[src/common/trc_pkg.sv]
// Package with command codes, field layouts and timing counts for the telemetry/config register bank
package trc_pkg;

	// ==================================================
	// Command codes
	localparam logic [7:0] CMD_INPUT_VOLTAGE   = 8'h88;
	localparam logic [7:0] CMD_INPUT_CURRENT   = 8'h89;
	localparam logic [7:0] CMD_OUTPUT_VOLTAGE  = 8'h8B;
	localparam logic [7:0] CMD_OUTPUT_CURRENT  = 8'h8C;
	localparam logic [7:0] CMD_DIE_TEMPERATURE = 8'h8D;
	localparam logic [7:0] CMD_INPUT_POWER     = 8'h97;
	localparam logic [7:0] CMD_MISC_CONFIG     = 8'hA0;
	localparam logic [7:0] CMD_STORE_ALL       = 8'h15;

	// ==================================================
	// Configuration field positions
	localparam int CFG_CONDUCTION_BIT = 7;
	localparam int CFG_VCTRL_HI       = 6;
	localparam int CFG_VCTRL_LO       = 5;
	localparam int CFG_SOFT_STOP_BIT  = 4;
	localparam int CFG_PGOOD_HI       = 3;
	localparam int CFG_PGOOD_LO       = 2;
	localparam int CFG_VID_ADDR_BIT   = 1;
	localparam int CFG_BUS_ADDR_BIT   = 0;

	// Voltage-control source encodings
	localparam logic [1:0] VCTRL_ALL_LINK   = 2'h0;
	localparam logic [1:0] VCTRL_OFFSET_BUS = 2'h1;

	// ==================================================
	// Timing
	localparam int CLOCK_MHZ       = 100;
	localparam int FAST_REFRESH_US = 95;
	localparam int SLOW_REFRESH_US = 190;
	localparam int FAST_REFRESH_CYC = FAST_REFRESH_US * CLOCK_MHZ;
	localparam int SLOW_REFRESH_CYC = SLOW_REFRESH_US * CLOCK_MHZ;
	localparam int PGOOD_HALF_MS_US = 500;
	localparam int PGOOD_ONE_MS_US  = 1000;
	localparam int PGOOD_TWO_MS_US  = 2000;
	localparam int PGOOD_HALF_CYC   = PGOOD_HALF_MS_US * CLOCK_MHZ;
	localparam int PGOOD_ONE_CYC    = PGOOD_ONE_MS_US * CLOCK_MHZ;
	localparam int PGOOD_TWO_CYC    = PGOOD_TWO_MS_US * CLOCK_MHZ;
	localparam logic [7:0] CONFIG_RESET = 8'h00;

	// ==================================================
	// Carriers
	typedef struct packed {
		logic [7:0] input_voltage;
		logic [7:0] input_current;
		logic [7:0] output_voltage;
		logic [7:0] output_current;
		logic [7:0] die_temperature;
		logic [7:0] input_power;
	} trc_samples_t;

	typedef struct packed {
		logic       forced_continuous;
		logic       volt_from_bus;
		logic       offset_from_bus;
		logic       soft_stop_enable;
		logic [1:0] power_good_delay;
		logic       vid_link_address_override;
		logic       bus_address_override;
	} trc_config_t;

endpackage : trc_pkg

[src/rtl/trc_refresh_timer.sv]
// Free-running refresh tick generator
`timescale 1ns/1ns
`default_nettype none

module trc_refresh_timer #(
	parameter int PERIOD = 9500
) (
	input  wire logic i_clock,
	input  wire logic i_rst,
	output logic      o_tick
);

	logic [31:0] count;

	// Count up; tick on wrap
	always_ff @(posedge i_clock or posedge i_rst) begin
		if (i_rst) begin
			count <= 32'h0000_0000;
		end else if (count == 32'(PERIOD - 1)) begin
			count <= 32'h0000_0000;
		end else begin
			count <= count + 32'h0000_0001;
		end
	end

	assign o_tick = (count == 32'(PERIOD - 1));

endmodule : trc_refresh_timer

`default_nettype wire

[src/rtl/trc_regs.sv]
// Telemetry readback and miscellaneous configuration register bank
`timescale 1ns/1ns
`default_nettype none

module trc_regs (
	input  wire logic                  i_clock,
	input  wire logic                  i_rst,
	input  wire logic                  i_wr,
	input  wire logic                  i_rd,
	input  wire logic [7:0]            i_cmd,
	input  wire logic [7:0]            i_wdata,
	output logic      [7:0]            o_rdata,
	output logic                       o_rvalid,
	output logic                       o_nack,
	input  wire trc_pkg::trc_samples_t i_samples,
	input  wire logic                  i_vout_fine_range,
	input  wire logic                  i_switching_enabled,
	input  wire logic                  i_supply_reset_done,
	input  wire logic                  i_soft_start_done,
	output trc_pkg::trc_config_t       o_config,
	output logic                       o_vout_fine_step,
	output logic                       o_store_request,
	output logic                       o_power_good_output,
	output logic                       o_apply_turn_off_delay
);

	// ==================================================
	// Refresh ticks
	logic fast_tick;
	logic slow_tick;

	trc_refresh_timer #(.PERIOD(trc_pkg::FAST_REFRESH_CYC)) u_fast (
		.i_clock (i_clock),
		.i_rst   (i_rst),
		.o_tick  (fast_tick)
	);

	trc_refresh_timer #(.PERIOD(trc_pkg::SLOW_REFRESH_CYC)) u_slow (
		.i_clock (i_clock),
		.i_rst   (i_rst),
		.o_tick  (slow_tick)
	);

	// ==================================================
	// Sample latches: held between ticks so reads see a completed sample
	trc_pkg::trc_samples_t held;
	logic                  fine_step;

	always_ff @(posedge i_clock or posedge i_rst) begin
		if (i_rst) begin
			held      <= '0;
			fine_step <= 1'b1;
		end else begin
			if (fast_tick) begin
				held.input_current  <= i_samples.input_current;
				held.output_current <= i_samples.output_current;
				held.input_power    <= i_samples.input_power;
			end
			if (slow_tick) begin
				held.input_voltage   <= i_samples.input_voltage;
				held.output_voltage  <= i_samples.output_voltage;
				held.die_temperature <= i_samples.die_temperature;
				fine_step            <= i_vout_fine_range;
			end
		end
	end

	assign o_vout_fine_step = fine_step;

	// ==================================================
	// Configuration byte, written on the fly
	logic [7:0] cfg_live;
	logic [7:0] cfg_active;
	logic [7:0] cfg_boot;
	logic       wr_cfg;
	logic       wr_store;

	assign wr_cfg   = i_wr && (i_cmd == trc_pkg::CMD_MISC_CONFIG);
	assign wr_store = i_wr && (i_cmd == trc_pkg::CMD_STORE_ALL);

	always_ff @(posedge i_clock or posedge i_rst) begin
		if (i_rst) begin
			cfg_live <= trc_pkg::CONFIG_RESET;
		end else if (wr_cfg) begin
			cfg_live <= i_wdata;
		end
	end

	// Fields that act only while switching is off follow the live byte when idle
	always_ff @(posedge i_clock or posedge i_rst) begin
		if (i_rst) begin
			cfg_active <= trc_pkg::CONFIG_RESET;
		end else if (!i_switching_enabled) begin
			cfg_active <= cfg_live;
		end
	end

	// Override bits take effect only after a store then a supply reset
	logic [1:0] stored_ovrd;
	always_ff @(posedge i_clock or posedge i_rst) begin
		if (i_rst) begin
			stored_ovrd <= 2'h0;
			cfg_boot    <= trc_pkg::CONFIG_RESET;
		end else begin
			if (wr_store) begin
				stored_ovrd <= cfg_live[trc_pkg::CFG_VID_ADDR_BIT:trc_pkg::CFG_BUS_ADDR_BIT];
			end
			if (i_supply_reset_done) begin
				cfg_boot[1:0] <= stored_ovrd;
			end
		end
	end

	assign o_store_request = wr_store;

	// ==================================================
	// Decoded configuration
	logic [1:0] vctrl;
	assign vctrl = cfg_active[trc_pkg::CFG_VCTRL_HI:trc_pkg::CFG_VCTRL_LO];

	assign o_config.forced_continuous = cfg_active[trc_pkg::CFG_CONDUCTION_BIT];
	assign o_config.volt_from_bus = (vctrl != trc_pkg::VCTRL_ALL_LINK) &&
		(vctrl != trc_pkg::VCTRL_OFFSET_BUS);
	assign o_config.offset_from_bus = (vctrl != trc_pkg::VCTRL_ALL_LINK);
	assign o_config.soft_stop_enable = cfg_active[trc_pkg::CFG_SOFT_STOP_BIT];
	assign o_config.power_good_delay = cfg_active[trc_pkg::CFG_PGOOD_HI:trc_pkg::CFG_PGOOD_LO];
	assign o_config.vid_link_address_override = cfg_boot[trc_pkg::CFG_VID_ADDR_BIT];
	assign o_config.bus_address_override = cfg_boot[trc_pkg::CFG_BUS_ADDR_BIT];

	// Soft stop off forces zero turn-off delay
	assign o_apply_turn_off_delay = cfg_active[trc_pkg::CFG_SOFT_STOP_BIT];

	// ==================================================
	// Power-good delay counter
	logic [31:0] pg_count;
	logic [31:0] pg_target;
	logic        pg;

	function automatic logic [31:0] pg_cycles(input logic [1:0] code);
		unique case (code)
			2'h0: pg_cycles = 32'h0000_0000;
			2'h1: pg_cycles = 32'(trc_pkg::PGOOD_HALF_CYC);
			2'h2: pg_cycles = 32'(trc_pkg::PGOOD_ONE_CYC);
			2'h3: pg_cycles = 32'(trc_pkg::PGOOD_TWO_CYC);
		endcase
	endfunction : pg_cycles

	assign pg_target = pg_cycles(o_config.power_good_delay);

	// Counts from soft-start done; a drop of soft-start done restarts it
	always_ff @(posedge i_clock or posedge i_rst) begin
		if (i_rst) begin
			pg_count <= 32'h0000_0000;
			pg       <= 1'b0;
		end else if (!i_soft_start_done) begin
			pg_count <= 32'h0000_0000;
			pg       <= 1'b0;
		end else if (pg_count >= pg_target) begin
			pg <= 1'b1;
		end else begin
			pg_count <= pg_count + 32'h0000_0001;
		end
	end

	assign o_power_good_output = pg;

	// ==================================================
	// Read decode; reads touch no state besides the answer
	logic [7:0] next_rdata;
	logic       cmd_known;

	always_comb begin
		next_rdata = 8'h00;
		cmd_known  = 1'b1;
		unique case (i_cmd)
			trc_pkg::CMD_INPUT_VOLTAGE:   next_rdata = held.input_voltage;
			trc_pkg::CMD_INPUT_CURRENT:   next_rdata = held.input_current;
			trc_pkg::CMD_OUTPUT_VOLTAGE:  next_rdata = held.output_voltage;
			trc_pkg::CMD_OUTPUT_CURRENT:  next_rdata = held.output_current;
			trc_pkg::CMD_DIE_TEMPERATURE: next_rdata = held.die_temperature;
			trc_pkg::CMD_INPUT_POWER:     next_rdata = held.input_power;
			trc_pkg::CMD_MISC_CONFIG:     next_rdata = cfg_live;
			default:                      cmd_known  = 1'b0;
		endcase
	end

	// Writes to telemetry codes have no transaction and are refused
	logic wr_bad;
	assign wr_bad = i_wr && !wr_cfg && !wr_store;

	always_ff @(posedge i_clock or posedge i_rst) begin
		if (i_rst) begin
			o_rdata  <= 8'h00;
			o_rvalid <= 1'b0;
			o_nack   <= 1'b0;
		end else begin
			o_rvalid <= i_rd && cmd_known;
			o_nack   <= (i_rd && !cmd_known) || wr_bad;
			if (i_rd) begin
				o_rdata <= next_rdata;
			end
		end
	end

	// ==================================================
	// Checks
	AST_READ_CURRENT: assert property (@(posedge i_clock) disable iff (i_rst)
		(i_rd && i_cmd == trc_pkg::CMD_INPUT_CURRENT) |=> (o_rvalid && o_rdata == $past(held.input_current)))
		else $error("input current read wrong");
	AST_READ_VOUT: assert property (@(posedge i_clock) disable iff (i_rst)
		(i_rd && i_cmd == trc_pkg::CMD_OUTPUT_VOLTAGE) |=> (o_rdata == $past(held.output_voltage)))
		else $error("output voltage read wrong");
	AST_FAST_HOLD: assert property (@(posedge i_clock) disable iff (i_rst)
		!fast_tick |=> $stable(held.output_current))
		else $error("output current changed between refreshes");
	AST_SLOW_HOLD: assert property (@(posedge i_clock) disable iff (i_rst)
		!slow_tick |=> $stable(held.die_temperature))
		else $error("temperature changed between refreshes");
	AST_POWER_LOAD: assert property (@(posedge i_clock) disable iff (i_rst)
		fast_tick |=> (held.input_power == $past(i_samples.input_power)))
		else $error("input power not loaded on refresh");
	AST_CFG_WRITE: assert property (@(posedge i_clock) disable iff (i_rst)
		wr_cfg ##1 !i_wr ##1 (i_rd && i_cmd == trc_pkg::CMD_MISC_CONFIG && !i_wr) |=>
		(o_rdata == $past(i_wdata, 3)))
		else $error("config write not read back");
	AST_TELEM_NACK: assert property (@(posedge i_clock) disable iff (i_rst)
		(i_wr && (i_cmd == trc_pkg::CMD_INPUT_POWER || i_cmd == trc_pkg::CMD_INPUT_CURRENT ||
		i_cmd == trc_pkg::CMD_OUTPUT_CURRENT)) |=> o_nack)
		else $error("telemetry write not refused");
	AST_PG_ZERO: assert property (@(posedge i_clock) disable iff (i_rst)
		(i_soft_start_done && pg_target == 32'h0000_0000 && !pg) |=> pg)
		else $error("zero power-good delay not immediate");
	AST_PG_LOW: assert property (@(posedge i_clock) disable iff (i_rst)
		!i_soft_start_done |=> !pg)
		else $error("power good high without soft start");
	AST_SOFT_STOP: assert property (@(posedge i_clock) disable iff (i_rst)
		(wr_cfg && !i_switching_enabled) ##1 !i_switching_enabled |=>
		(o_apply_turn_off_delay == $past(i_wdata[trc_pkg::CFG_SOFT_STOP_BIT], 2)))
		else $error("turn-off delay does not follow soft stop");
	AST_VCTRL: assert property (@(posedge i_clock) disable iff (i_rst)
		(vctrl == trc_pkg::VCTRL_ALL_LINK) |-> (!o_config.offset_from_bus && !o_config.volt_from_bus))
		else $error("link source decode wrong");

	// Every telemetry code answers with its held byte; loads and holds follow the ticks only
	AST_INPUT_VOLTAGE_READING: assert property (@(posedge i_clock) disable iff (i_rst)
		(i_rd && i_cmd == trc_pkg::CMD_INPUT_VOLTAGE) |=> (o_rvalid && o_rdata == $past(held.input_voltage)))
		else $error("input voltage read wrong");
	AST_OUTPUT_CURRENT_READING: assert property (@(posedge i_clock) disable iff (i_rst)
		(i_rd && i_cmd == trc_pkg::CMD_OUTPUT_CURRENT) |=> (o_rvalid && o_rdata == $past(held.output_current)))
		else $error("output current read wrong");
	AST_READ_TEMP: assert property (@(posedge i_clock) disable iff (i_rst)
		(i_rd && i_cmd == trc_pkg::CMD_DIE_TEMPERATURE) |=> (o_rvalid && o_rdata == $past(held.die_temperature)))
		else $error("temperature read wrong");
	AST_READ_PIN: assert property (@(posedge i_clock) disable iff (i_rst)
		(i_rd && i_cmd == trc_pkg::CMD_INPUT_POWER) |=> (o_rvalid && o_rdata == $past(held.input_power)))
		else $error("input power read wrong");
	AST_UNKNOWN_NACK: assert property (@(posedge i_clock) disable iff (i_rst)
		(i_rd && !cmd_known) |=> (o_nack && !o_rvalid && o_rdata == 8'h00))
		else $error("unknown read not refused");
	AST_CFG_NO_NACK: assert property (@(posedge i_clock) disable iff (i_rst)
		(i_wr && i_cmd == trc_pkg::CMD_MISC_CONFIG) |=> !o_nack)
		else $error("config write refused");
	AST_RVALID_PULSE: assert property (@(posedge i_clock) disable iff (i_rst)
		!i_rd |=> !o_rvalid)
		else $error("read answer without a read");
	AST_IIN_HOLD: assert property (@(posedge i_clock) disable iff (i_rst)
		!fast_tick |=> $stable(held.input_current))
		else $error("input current changed between refreshes");
	AST_VOUT_LOAD: assert property (@(posedge i_clock) disable iff (i_rst)
		slow_tick |=> (held.output_voltage == $past(i_samples.output_voltage)))
		else $error("output voltage not loaded on refresh");
	AST_VIN_LOAD: assert property (@(posedge i_clock) disable iff (i_rst)
		slow_tick |=> (held.input_voltage == $past(i_samples.input_voltage)))
		else $error("input voltage not loaded on refresh");
	AST_FINE_HOLD: assert property (@(posedge i_clock) disable iff (i_rst)
		!slow_tick |=> $stable(fine_step))
		else $error("step range changed between refreshes");
	AST_IDLE_ONLY: assert property (@(posedge i_clock) disable iff (i_rst)
		i_switching_enabled |=> $stable(cfg_active))
		else $error("config fields acted while switching");
	AST_OVRD_HOLD: assert property (@(posedge i_clock) disable iff (i_rst)
		!i_supply_reset_done |=> $stable(cfg_boot[1:0]))
		else $error("override bits acted without supply reset");
	AST_PG_STAY: assert property (@(posedge i_clock) disable iff (i_rst)
		(pg && i_soft_start_done) |=> pg)
		else $error("power good dropped during soft start done");

endmodule : trc_regs

`default_nettype wire

[config.mk]
export PLATFORM = sky130hd
export DESIGN_NAME = trc_regs
export DESIGN_NICKNAME = d
export VERILOG_FILES = /design/src/common/trc_pkg.sv /design/src/rtl/trc_refresh_timer.sv /design/src/rtl/trc_regs.sv
export SDC_FILE = /design/constraint.sdc
export NUM_CORES = 1
export LEC_CHECK = 0
export ABC_AREA = 0
export ABC_CLOCK_PERIOD_IN_PS = 4600
export BUFFER_PORTS_ARGS = -buffer_cell sky130_fd_sc_hd__buf_2
export CAP_MARGIN = 20
export CORE_UTILIZATION = 49
export CTS_CLUSTER_SIZE = 25
export DETAILED_ROUTE_END_ITERATION = 8
export GPL_TIMING_DRIVEN = 0
export PLACE_DENSITY = 0.68
export REMOVE_ABC_BUFFERS = 1
export SYNTH_ARGS = -nofsm -noshare
export SYNTH_HDL_FRONTEND = slang
export SYNTH_HIERARCHICAL = 1
export SYNTH_SLANG_ARGS = --single-unit
[constraint.sdc]
create_clock -name i_clock -period 4.6 [get_ports i_clock]
set_input_delay 0.92 -clock i_clock [delete_from_list [all_inputs] [get_ports i_clock]]
set_output_delay 0.92 -clock i_clock [all_outputs]
set_load 0.05 [all_outputs]
==> flow_metrics.py, run 1 <==
metrics = {
    "power_and_ir_drop": {
        "peakVddDrop_uv": 277,
        "power.leakage_nw": 4.72,
        "p_per_area_nw_per_um2": 334,
    },
    "hold_path": {
        "holdPathEnd": "u_slow/count[0]$_DFF_PP0_",
        "min_from": "u_slow/count[0]$_DFF_PP0_",
        "hp-class": "register to register",
        "hold_path_depth": 1,
    },
    "yosys": {
        "synth_top_area_cell": "dfrtp_1",
        "syn_inst": 758,
        "yosys.cell_types.count": 61,
        "asyncSetResetFlopFracSynth_pct": 100,
        "synth-main-ff-cell": "dfrtp_1",
        "synth_warnings": 6,
        "synth.cell_area_um2": 8470,
        "seq_area_frac_synth_pct": 51.4,
        "synth-seq-cells": 174,
        "synth_edf_count": 0,
        "synth_top_cell_area_share_pct": 51.1,
        "syn_avg_cell_area_um2": 11.2,
        "synth_area_leaders": "dfrtp_1 51%, mux2_2 8.9%, xnor2_1 3.3%",
    },
    "cells_and_area": {
        "final_common_cell": "dfrtp_1",
        "syn_to_final_growth_pct": 15.4,
        "fin_nets": 932,
        "multi_input_area_um2": 3840,
        "fill_cells": 1387,
        "regArea_um2": 4360,
        "final_cell_mix": "173 x dfrtp_1, 93 x buf_2, 67 x mux2_2, 61 x nor2_1, 50 x nand2_1",
        "drive_above_1_share_pct": 26.1,
    },
    "sta": {
        "maxSlewViolCount": 0,
        "period_share_pct": 69.8,
        "rsz0062_at_grt": "false",
        "maxSlewHeadroom_pct": 36.8,
        "fin_setup_tns_ps": 0,
        "finalSetupViolations": 0,
        "tightest_slew_ps": 945,
        "hold_viol_final": 0,
        "min_period_ps": 3210,
        "fin_skew_ps": 8.64,
        "hold_ws_ps": 450,
        "setup_slack_ps": 1390,
        "timing.fmax_mhz": 311,
    },
    "clocking": {
        "postCtsSetupBuffers": 0,
        "cts_tree": "yes",
        "clk_latency_ps": 420,
        "numCtsBuffers": 17,
        "clkSlewWorstSetupHoldPaths_ps": 70,
        "clock_sinks": 174,
        "cts_hold_buffers": 0,
        "cts_root_buffer": "clkbuf_16",
        "clockBufferDepth": 2,
        "cts_max_level": 4,
        "cts-resized-gates": 0,
    },
    "placed_design": {
        "port_buffers": 93,
        "dp_slack_ps": 1440,
        "gp_congestion": 0.814,
        "dp_hpwl_um": 13100,
    },
    "die": {
        "io_pins": 94,
        "core_area_um2": 16800,
        "initial_core_util_pct": 50.5,
        "rows": 47,
        "die_w_um": 133,
        "die_area_um2": 17800,
        "die_height_um": 133,
    },
    "routing": {
        "drt-total-wl_um": 17800,
        "num_vias": 5987,
        "viasPerCell": 5.58,
        "drc": 0,
        "dr.pass1.iters": 7,
        "routedWlPerCell_um": 16.6,
        "drtAntennaViolNets": 0,
        "drt_iter0_drc": 261,
    },
    "worst_setup_path": {
        "startpoint_type": "register",
        "cp.arrival_ps": 3550,
        "worstSetupPathType": "register to register",
        "worstPathMaxFanout": 28,
        "r2r_setup_slack_ps": 1390,
        "path_cells": "inv_1, ha_1, inv_1, ha_1, a21oi_1, o21ai_1, nor4_2, o21ai_2, buf_16, or4_1, a21oi_1",
        "crit_required_ps": 4930,
        "rr_worst_depth": 11,
        "crit_path_end_kind": "register",
        "cp_slowest_stage_delay_ps": 500,
        "reg2reg_to": "pg_count[11]$_DFFE_PP0P_",
        "r2r_start": "cfg_active[3]$_DFFE_PP0N_",
        "slowest_stage": "or4_1",
    },
    "outcome": {
        "status": "complete, no violations",
    },
    "grt": {
        "grt_max_degree": 72,
        "grt_pass1_wl_um": 30200,
        "grt_pass1_vias": 6054,
        "gr-usage-all-layers_pct": 21.6,
        "antenna_found_initial": 1,
        "overflow": 0,
    },
    "job": {
        "maxCapViolations": 0,
    },
}
==> cell families (layout without fill, tap and decap cells) <==
logic type | count (synthesis) | in the layout | share of synthesized area [%]
adder cells (fa/ha/maj) | 21 | 21 | 3.10
other | 0 | 1 | 0
flip-flops | 174 | 174 | 51.4
multiplexers | 85 | 85 | 11.0
buffers and inverters | 60 | 154 | 3.22
AND/OR/NAND/NOR | 286 | 286 | 19.6
AO/OA/AOI/OAI | 71 | 71 | 5.36
XOR/XNOR | 61 | 61 | 6.31
==> worst max-delay path, delay by kind of cell, from the launching register on <==
kind,cells,cell delay [ps]
adders and majority gates,2,590
buffers and inverters,3,430
DFF,1,470
AOI/OAI and AO/OA,4,680
and+or+nand+nor,2,940
==> synthesized netlist by cell type (4+ instances only) <==
| master | instances |
|---|---|
| a21oi_1 | 27 |
| a31oi_1 | 7 |
| and2_1 | 8 |
| and3_1 | 26 |
| and4_1 | 9 |
| buf_2 | 7 |
| buf_4 | 6 |
| clkbuf_1 | 20 |
| dfrtp_1 | 173 |
| ha_1 | 21 |
| inv_1 | 22 |
| mux2_2 | 67 |
| mux2i_1 | 18 |
| nand2_1 | 50 |
| nand2b_1 | 5 |
| nand3_1 | 19 |
| nand4_1 | 23 |
| nor2_1 | 61 |
| nor2b_1 | 6 |
| nor3_1 | 17 |
| nor4_1 | 20 |
| nor4_2 | 6 |
| nor4b_1 | 4 |
| o21ai_0 | 10 |
| o21bai_1 | 6 |
| or3_1 | 8 |
| xnor2_1 | 32 |
| xor2_1 | 29 |
==> routing by layer <==
| layer | part of all wire [%] | GRT usage, % |
|---|---|---|
| met1 | 45 | 28.6 |
| met2 | 48 | 34.7 |
| met3 | 5.5 | 6.05 |
| met4 | 1.1 | 6.12 |
| met5 | 0 | 0 |
==> registers in the layout, summed over array words and instances (netlist names) <==
name                 flops
stored_ovrd              2
cfg_live                 8
o_power_good_output      1
u_slow/count            32
o_config                 2
o_rvalid                 1
u_fast/count            32
o_vout_fine_step         1
held                    48
cfg_active               6
o_rdata                  8
pg_count                32
o_nack                   1
==> power breakdown <==
part	switching (W)	leakage (nW)	internal (W)
logic	0.000177	2.06	0.0000952
registers	0.0000195	2.38	0.00155
clock network	0.000653	0.278	0.000770
==> cell type report <==
| type | instances | share of cell area [%] |
|---|---|---|
| clock buffers | 18 | 4.39 |
| well taps | 220 | 2.82 |
| diodes | 1 | 0.0256 |
| multi-input cells | 524 | 39.3 |
| flip-flops and latches | 174 | 44.6 |
| inverters | 22 | 0.870 |
| repair buffers | 100 | 6.44 |
| clock inverters | 14 | 1.57 |
==> worst max path at each step <==
stage                     slack, ps                       from  cells after the start                         to
final                          1390  cfg_active[3]$_DFFE_PP0N_                     11   pg_count[11]$_DFFE_PP0P_
after global placement         -400                      i_rst                      2    o_config[0]$_DFFE_PP0P_
after detailed placement       1440  cfg_active[3]$_DFFE_PP0N_                     11   pg_count[11]$_DFFE_PP0P_
after CTS                      1390  cfg_active[3]$_DFFE_PP0N_                     11   pg_count[11]$_DFFE_PP0P_
after global routing           1220  cfg_active[3]$_DFFE_PP0N_                     11   pg_count[11]$_DFFE_PP0P_
after floorplan                 780                      i_rst                      1  cfg_active[2]$_DFFE_PP0N_
==> stage by stage <==
stage,instance area (um2),std cells,total power (W),utilization [%]
after detailed placement,9190,1040,0.00187,54.8
after CTS,9770,1072,0.00330,58.3
after global placement,9020,1033,0.00183,53.8
after floorplan,8280,720,0.00174,-
final,9770,1073,0.00326,58.3
after global routing,9770,1073,0.00339,58.3
No activity file was read; power rests on OpenSTA's default activity.
==> inputs of run 2 (changes only) <==
- ABC_CLOCK_PERIOD_IN_PS: 4600 -> 2800
- PLACE_DENSITY: 0.68 -> 0.7
- clock period: 4.6 -> 2.8 ns (I/O delays scaled with it)
==> flow_metrics.py, run 2 (synthesis gave the netlist of run 1 again) <==
metrics = {
    "outcome": {
        "status": "complete, no violations",
    },
    "worst_setup_path": {
        "r2r_setup_slack_ps": 10,
        "cp.arrival_ps": 3150,
        "path_delay_family": "compound AO/OA/AOI/OAI gates",
        "worstPathMaxFanout": 10,
        "cp_slowest_stage_delay_ps": 510,
        "crit_required_ps": 3160,
        "slowest_stage": "or4_4",
        "crit_path_end_kind": "register",
        "path_cells": "inv_2, ha_1, o21bai_4, buf_4, ha_1, a21oi_2, o21ai_1, a211oi_2, o21ai_4, buf_12, or4_4, a21oi_2",
        "cp_num_buf_inv": 3,
        "worstSetupPathType": "register to register",
        "startpoint_type": "register",
    },
    "power_and_ir_drop": {
        "p_seq_share_pct": 46.7,
        "p_per_area_nw_per_um2": 549,
        "power.leakage_nw": 4.81,
        "netSwitchingFraction_pct": 24.8,
        "peakVddDrop_uv": 439,
        "switchingPower_w": 0.00136,
        "pwr-share-clk_pct": 43.0,
        "p_comb_share_pct": 10.3,
        "p_int_w": 0.00415,
    },
    "sta": {
        "tightest_slew_ps": 866,
        "timing.fmax_mhz": 359,
        "period_share_pct": 99.6,
        "fin_setup_tns_ps": 0,
        "hold_viol_final": 0,
        "min_period_ps": 2790,
        "maxSlewViolCount": 0,
        "maxSlewHeadroom_pct": 42.1,
        "finalSetupViolations": 0,
        "fin_skew_ps": 11.4,
    },
    "routing": {
        "drt_iter0_drc": 315,
        "routedWlPerCell_um": 16.7,
        "viasPerCell": 5.51,
        "drc": 0,
        "dr.pass1.iters": 4,
        "num_vias": 5992,
        "drtAntennaViolNets": 0,
        "drt-total-wl_um": 18100,
    },
    "placed_design": {
        "gp_congestion": 0.799,
        "dp.cells": 1040,
        "dp_hpwl_um": 12600,
        "port_buffers": 93,
    },
    "die": {
        "rows": 47,
        "die_w_um": 133,
        "io_pins": 94,
        "die_area_um2": 17800,
        "core_area_um2": 16800,
        "die_height_um": 133,
        "initial_core_util_pct": 50.5,
    },
    "grt": {
        "grt_pass1_wl_um": 30500,
        "antenna_found_initial": 1,
        "grt_pass1_vias": 5940,
        "overflow": 0,
        "gr-usage-all-layers_pct": 21.8,
        "grt_max_degree": 73,
    },
    "cells_and_area": {
        "drive_above_1_share_pct": 29.8,
        "final_cell_mix": "171 x dfrtp_1, 93 x buf_2, 67 x mux2_2, 61 x nor2_1, 49 x nand2_1",
        "syn_to_final_growth_pct": 18.6,
        "fin_nets": 947,
        "diodes": 0,
        "final_common_cell": "dfrtp_1",
        "final_util_pct": 59.9,
        "largest-register": "held",
        "fin_cells": 1087,
        "largest_reg_flops": 48,
    },
    "clocking": {
        "clock_sinks": 174,
        "cts_hold_buffers": 0,
        "clkSlewWorstSetupHoldPaths_ps": 70,
        "clockBufferDepth": 2,
        "numCtsBuffers": 17,
        "cts_tree": "yes",
        "cts_root_buffer": "clkbuf_16",
        "cts_max_level": 4,
        "clk_latency_ps": 440,
    },
    "hold_path": {
        "hp-class": "input port to asynchronous set/reset pin",
    },
    "job": {
        "maxCapViolations": 0,
    },
}
==> run 2: cell types whose count changed in the layout (fill, tap and decap cells not counted), moves of 3 or more <==
| cell | previous run | this run |
|---|---|---|
| buf_4 | 0 | 11 |
| a21oi_1 | 27 | 23 |
| buf_6 | 1 | 5 |
| ha_1 | 21 | 17 |
| ha_4 | 0 | 4 |
| inv_8 | 4 | 0 |
| a21oi_2 | 1 | 4 |
| inv_1 | 21 | 18 |
==> run 2: power by group through the flow <==
stage                     clock, W  sequential (W)  combinational, W
after floorplan                  0         0.00267          0.000193
after global placement           0         0.00262          0.000397
after detailed placement         0         0.00262          0.000435
after CTS                  0.00241         0.00257          0.000489
after global routing       0.00252         0.00258          0.000616
final                      0.00237         0.00257          0.000568
==> run 2: metal layers <==
layer / part of all wire, % / up-vias / track usage [%]
li1: - / 2902 / -
met1: 46 / 2945 / 31.0
met2: 47 / 127 / 32.7
met3: 5.6 / 18 / 6.28
met4: 1.1 / 0 / 5.56
met5: 0 / - / 0
==> run 2: metrics by stage <==
step           hold slack [ps]  setup WS (ps)  total power (W)  instance area, um2
2_1_floorplan              425           -661          0.00287                8280
3_3_place_gp               442          -2120          0.00302                9020
3_5_place_dp               450           -473          0.00306                9170
4_1_cts                    219          0.609          0.00547                9850
5_1_grt                    248          -45.9          0.00572               10000
6_report                   205           12.1          0.00551               10000
==> run 2: final cells by class <==
class	instances	area [um2]
fillers	1395	6710
flip-flops and latches	174	4360
multi-input cells	524	3970
repair buffers	115	759
clock buffers	20	457
well taps	220	275
clock inverters	12	136
inverters	22	87.6
==> run 2: worst paths after layout <==
| check | from | endpoint | cells past startpoint |
|---|---|---|---|
| max in group asynchronous | i_rst | o_vout_fine_step$_DFFE_PP1P_ | 3 |
| max | cfg_active[2]$_DFFE_PP0N_ | pg_count[7]$_DFFE_PP0P_ | 12 |
| max reg2reg | cfg_active[2]$_DFFE_PP0N_ | pg_count[7]$_DFFE_PP0P_ | 12 |
| min reg2reg | u_slow/count[0]$_DFF_PP0_ | u_slow/count[0]$_DFF_PP0_ | 1 |
| min | i_rst | pg_count[26]$_DFFE_PP0P_ | 2 |
| min in group i_clock | i_samples[36] | held[36]$_DFFE_PP0P_ | 2 |
==> run 2: what timing repair did <==
action | 4_1_cts | 5_1_grt
buffers inserted | 8 | 6
gates resized for setup | 6 | 28
pin swaps | 3 | 11
endpoints found under the setup margin | 25 | 11
gates cloned | 0 | 1
==> inputs of run 3 (changes only) <==
- RECOVER_POWER: default -> 50
- SKIP_LAST_GASP: default -> 1
==> flow_metrics.py, run 3 (synthesis gave the netlist of run 1 again) <==
metrics = {
    "cells_and_area": {
        "final_util_pct": 59.6,
        "final_cell_mix": "171 x dfrtp_1, 91 x buf_2, 66 x mux2_2, 61 x nor2_1, 49 x nand2_1",
        "fin_cells": 1087,
        "syn_to_final_growth_pct": 18.0,
        "multi_input_area_um2": 3970,
        "fill_cells": 1406,
        "final_area_um2": 9990,
        "diodes": 0,
        "drive_above_1_share_pct": 29.2,
        "final_common_cell": "dfrtp_1",
        "largest_reg_flops": 48,
        "regArea_um2": 4360,
        "fin_nets": 947,
        "largest-register": "held",
    },
    "placed_design": {
        "dp_hpwl_um": 12600,
        "post_dp_cell_area_um2": 9170,
        "port_buffers": 93,
        "gp_congestion": 0.799,
        "dp.cells": 1040,
    },
    "worst_setup_path": {
        "cp.arrival_ps": 3150,
        "reg2reg_to": "pg_count[7]$_DFFE_PP0P_",
        "crit_end": "pg_count[7]$_DFFE_PP0P_",
        "path_cells": "inv_2, ha_1, o21bai_4, buf_4, ha_1, a21oi_2, o21ai_1, a211oi_2, o21ai_4, buf_12, or4_4, a21oi_2",
        "cp-startpoint": "cfg_active[2]$_DFFE_PP0N_",
        "path_depth": 12,
        "r2r_start": "cfg_active[2]$_DFFE_PP0N_",
        "rr_worst_depth": 12,
        "slowest_stage": "or4_4",
        "crit_required_ps": 3160,
        "cp_slowest_stage_delay_ps": 510,
        "r2r_setup_slack_ps": 9,
        "worstPathMaxFanout": 10,
        "path_delay_family": "compound AO/OA/AOI/OAI gates",
        "worstSetupPathType": "register to register",
        "crit_path_end_kind": "register",
        "startpoint_type": "register",
        "cp_num_buf_inv": 3,
    },
    "routing": {
        "drt-total-wl_um": 18100,
        "dr.pass1.iters": 5,
        "routedWlPerCell_um": 16.7,
        "drtAntennaViolNets": 0,
        "num_vias": 5994,
        "viasPerCell": 5.51,
        "drt_iter0_drc": 307,
        "drc": 0,
    },
    "clocking": {
        "clockBufferDepth": 2,
        "clk_latency_ps": 440,
        "cts_root_buffer": "clkbuf_16",
        "clkSlewWorstSetupHoldPaths_ps": 70,
        "cts_tree": "yes",
        "clock_sinks": 174,
        "cts_max_level": 4,
        "numCtsBuffers": 17,
    },
    "sta": {
        "hold_viol_final": 0,
        "min_period_ps": 2790,
        "finalSetupViolations": 0,
        "period_share_pct": 99.7,
        "maxSlewHeadroom_pct": -25.3,
        "maxSlewViolCount": 39,
        "tightest_slew_ps": 1870,
        "timing.fmax_mhz": 358,
        "fin_skew_ps": 11.3,
    },
    "hold_path": {
        "hp-class": "input port to asynchronous set/reset pin",
    },
    "grt": {
        "overflow": 0,
        "grt_max_degree": 73,
        "gr-usage-all-layers_pct": 21.8,
        "antenna_found_initial": 1,
        "grt_pass1_wl_um": 30500,
        "grt_pass1_vias": 5940,
    },
    "die": {
        "die_area_um2": 17800,
        "initial_core_util_pct": 50.5,
        "core_area_um2": 16800,
        "die_w_um": 133,
        "die_height_um": 133,
        "io_pins": 94,
        "rows": 47,
    },
    "outcome": {
        "violations": "max-capacitance violations, max-slew violations",
        "status": "complete, but fails checks",
    },
    "power_and_ir_drop": {
        "power.leakage_nw": 4.78,
        "peakVddDrop_uv": 437,
        "p_per_area_nw_per_um2": 550,
    },
    "job": {
        "maxCapViolations": 1,
    },
}
==> run 3: cell count changes in the layout (fill, tap and decap cells not counted), sizes merged <==
cell,change
buf,-4
clkbuf,+4
clkinvlp,+1
inv,-1
==> run 3: metrics by stage <==
stage / hold slack (ps) / TNS [ps] / power [W] / setup WS, ps
final: 188 / 0 / 0.00550 / 9.37
after global routing: 249 / -154 / 0.00571 / -45.9
after CTS: 219 / 0 / 0.00547 / 0.609
after detailed placement: 450 / -2820 / 0.00306 / -473
after global placement: 442 / -255520 / 0.00302 / -2120
after floorplan: 425 / -75910 / 0.00287 / -661
==> run 3: area by class of cell <==
cell class,instances,share of cell area (%)
inverters,22,0.864
flip-flops and latches,174,43.6
multi-input cells,524,39.7
repair buffers,115,7.10
clock buffers,20,4.57
well taps,220,2.75
clock inverters,12,1.36
==> run 3: worst min-delay path by stage <==
| stage | start | endpoint | slack (ps) | cells past startpoint |
|---|---|---|---|---|
| final | i_rst | u_slow/count[28]$_DFF_PP0_ | 190 | 2 |
| after global routing | i_rst | u_slow/count[28]$_DFF_PP0_ | 250 | 2 |
| after CTS | i_rst | o_power_good_output$_DFFE_PP0P_ | 220 | 2 |
| after detailed placement | u_slow/count[0]$_DFF_PP0_ | u_slow/count[0]$_DFF_PP0_ | 450 | 1 |
| after global placement | u_slow/count[0]$_DFF_PP0_ | u_slow/count[0]$_DFF_PP0_ | 440 | 1 |
| after floorplan | u_fast/count[0]$_DFF_PP0_ | u_fast/count[0]$_DFF_PP0_ | 430 | 1 |
==> run 3: what timing repair did <==
item,in CTS,in global routing
resized for setup,6,28
setup buffers,8,6
setup endpoints to repair,25,11
pin swaps,3,11
gates cloned,0,1
hold buffers,0,0
hold endpoints to repair,0,0
==> run 3: where the power goes <==
group | switching, W | internal, W | total [W]
clock | 0.00100 | 0.00137 | 0.00237
combinational | 0.000329 | 0.000229 | 0.000558
sequential | 0.0000299 | 0.00255 | 0.00258
==> run 3: layer usage <==
layer / track usage [%] / share of wire (%)
met1: 31.0 / 46
met2: 32.7 / 47
met3: 6.28 / 5.5
met4: 5.56 / 1.1
met5: 0 / 0
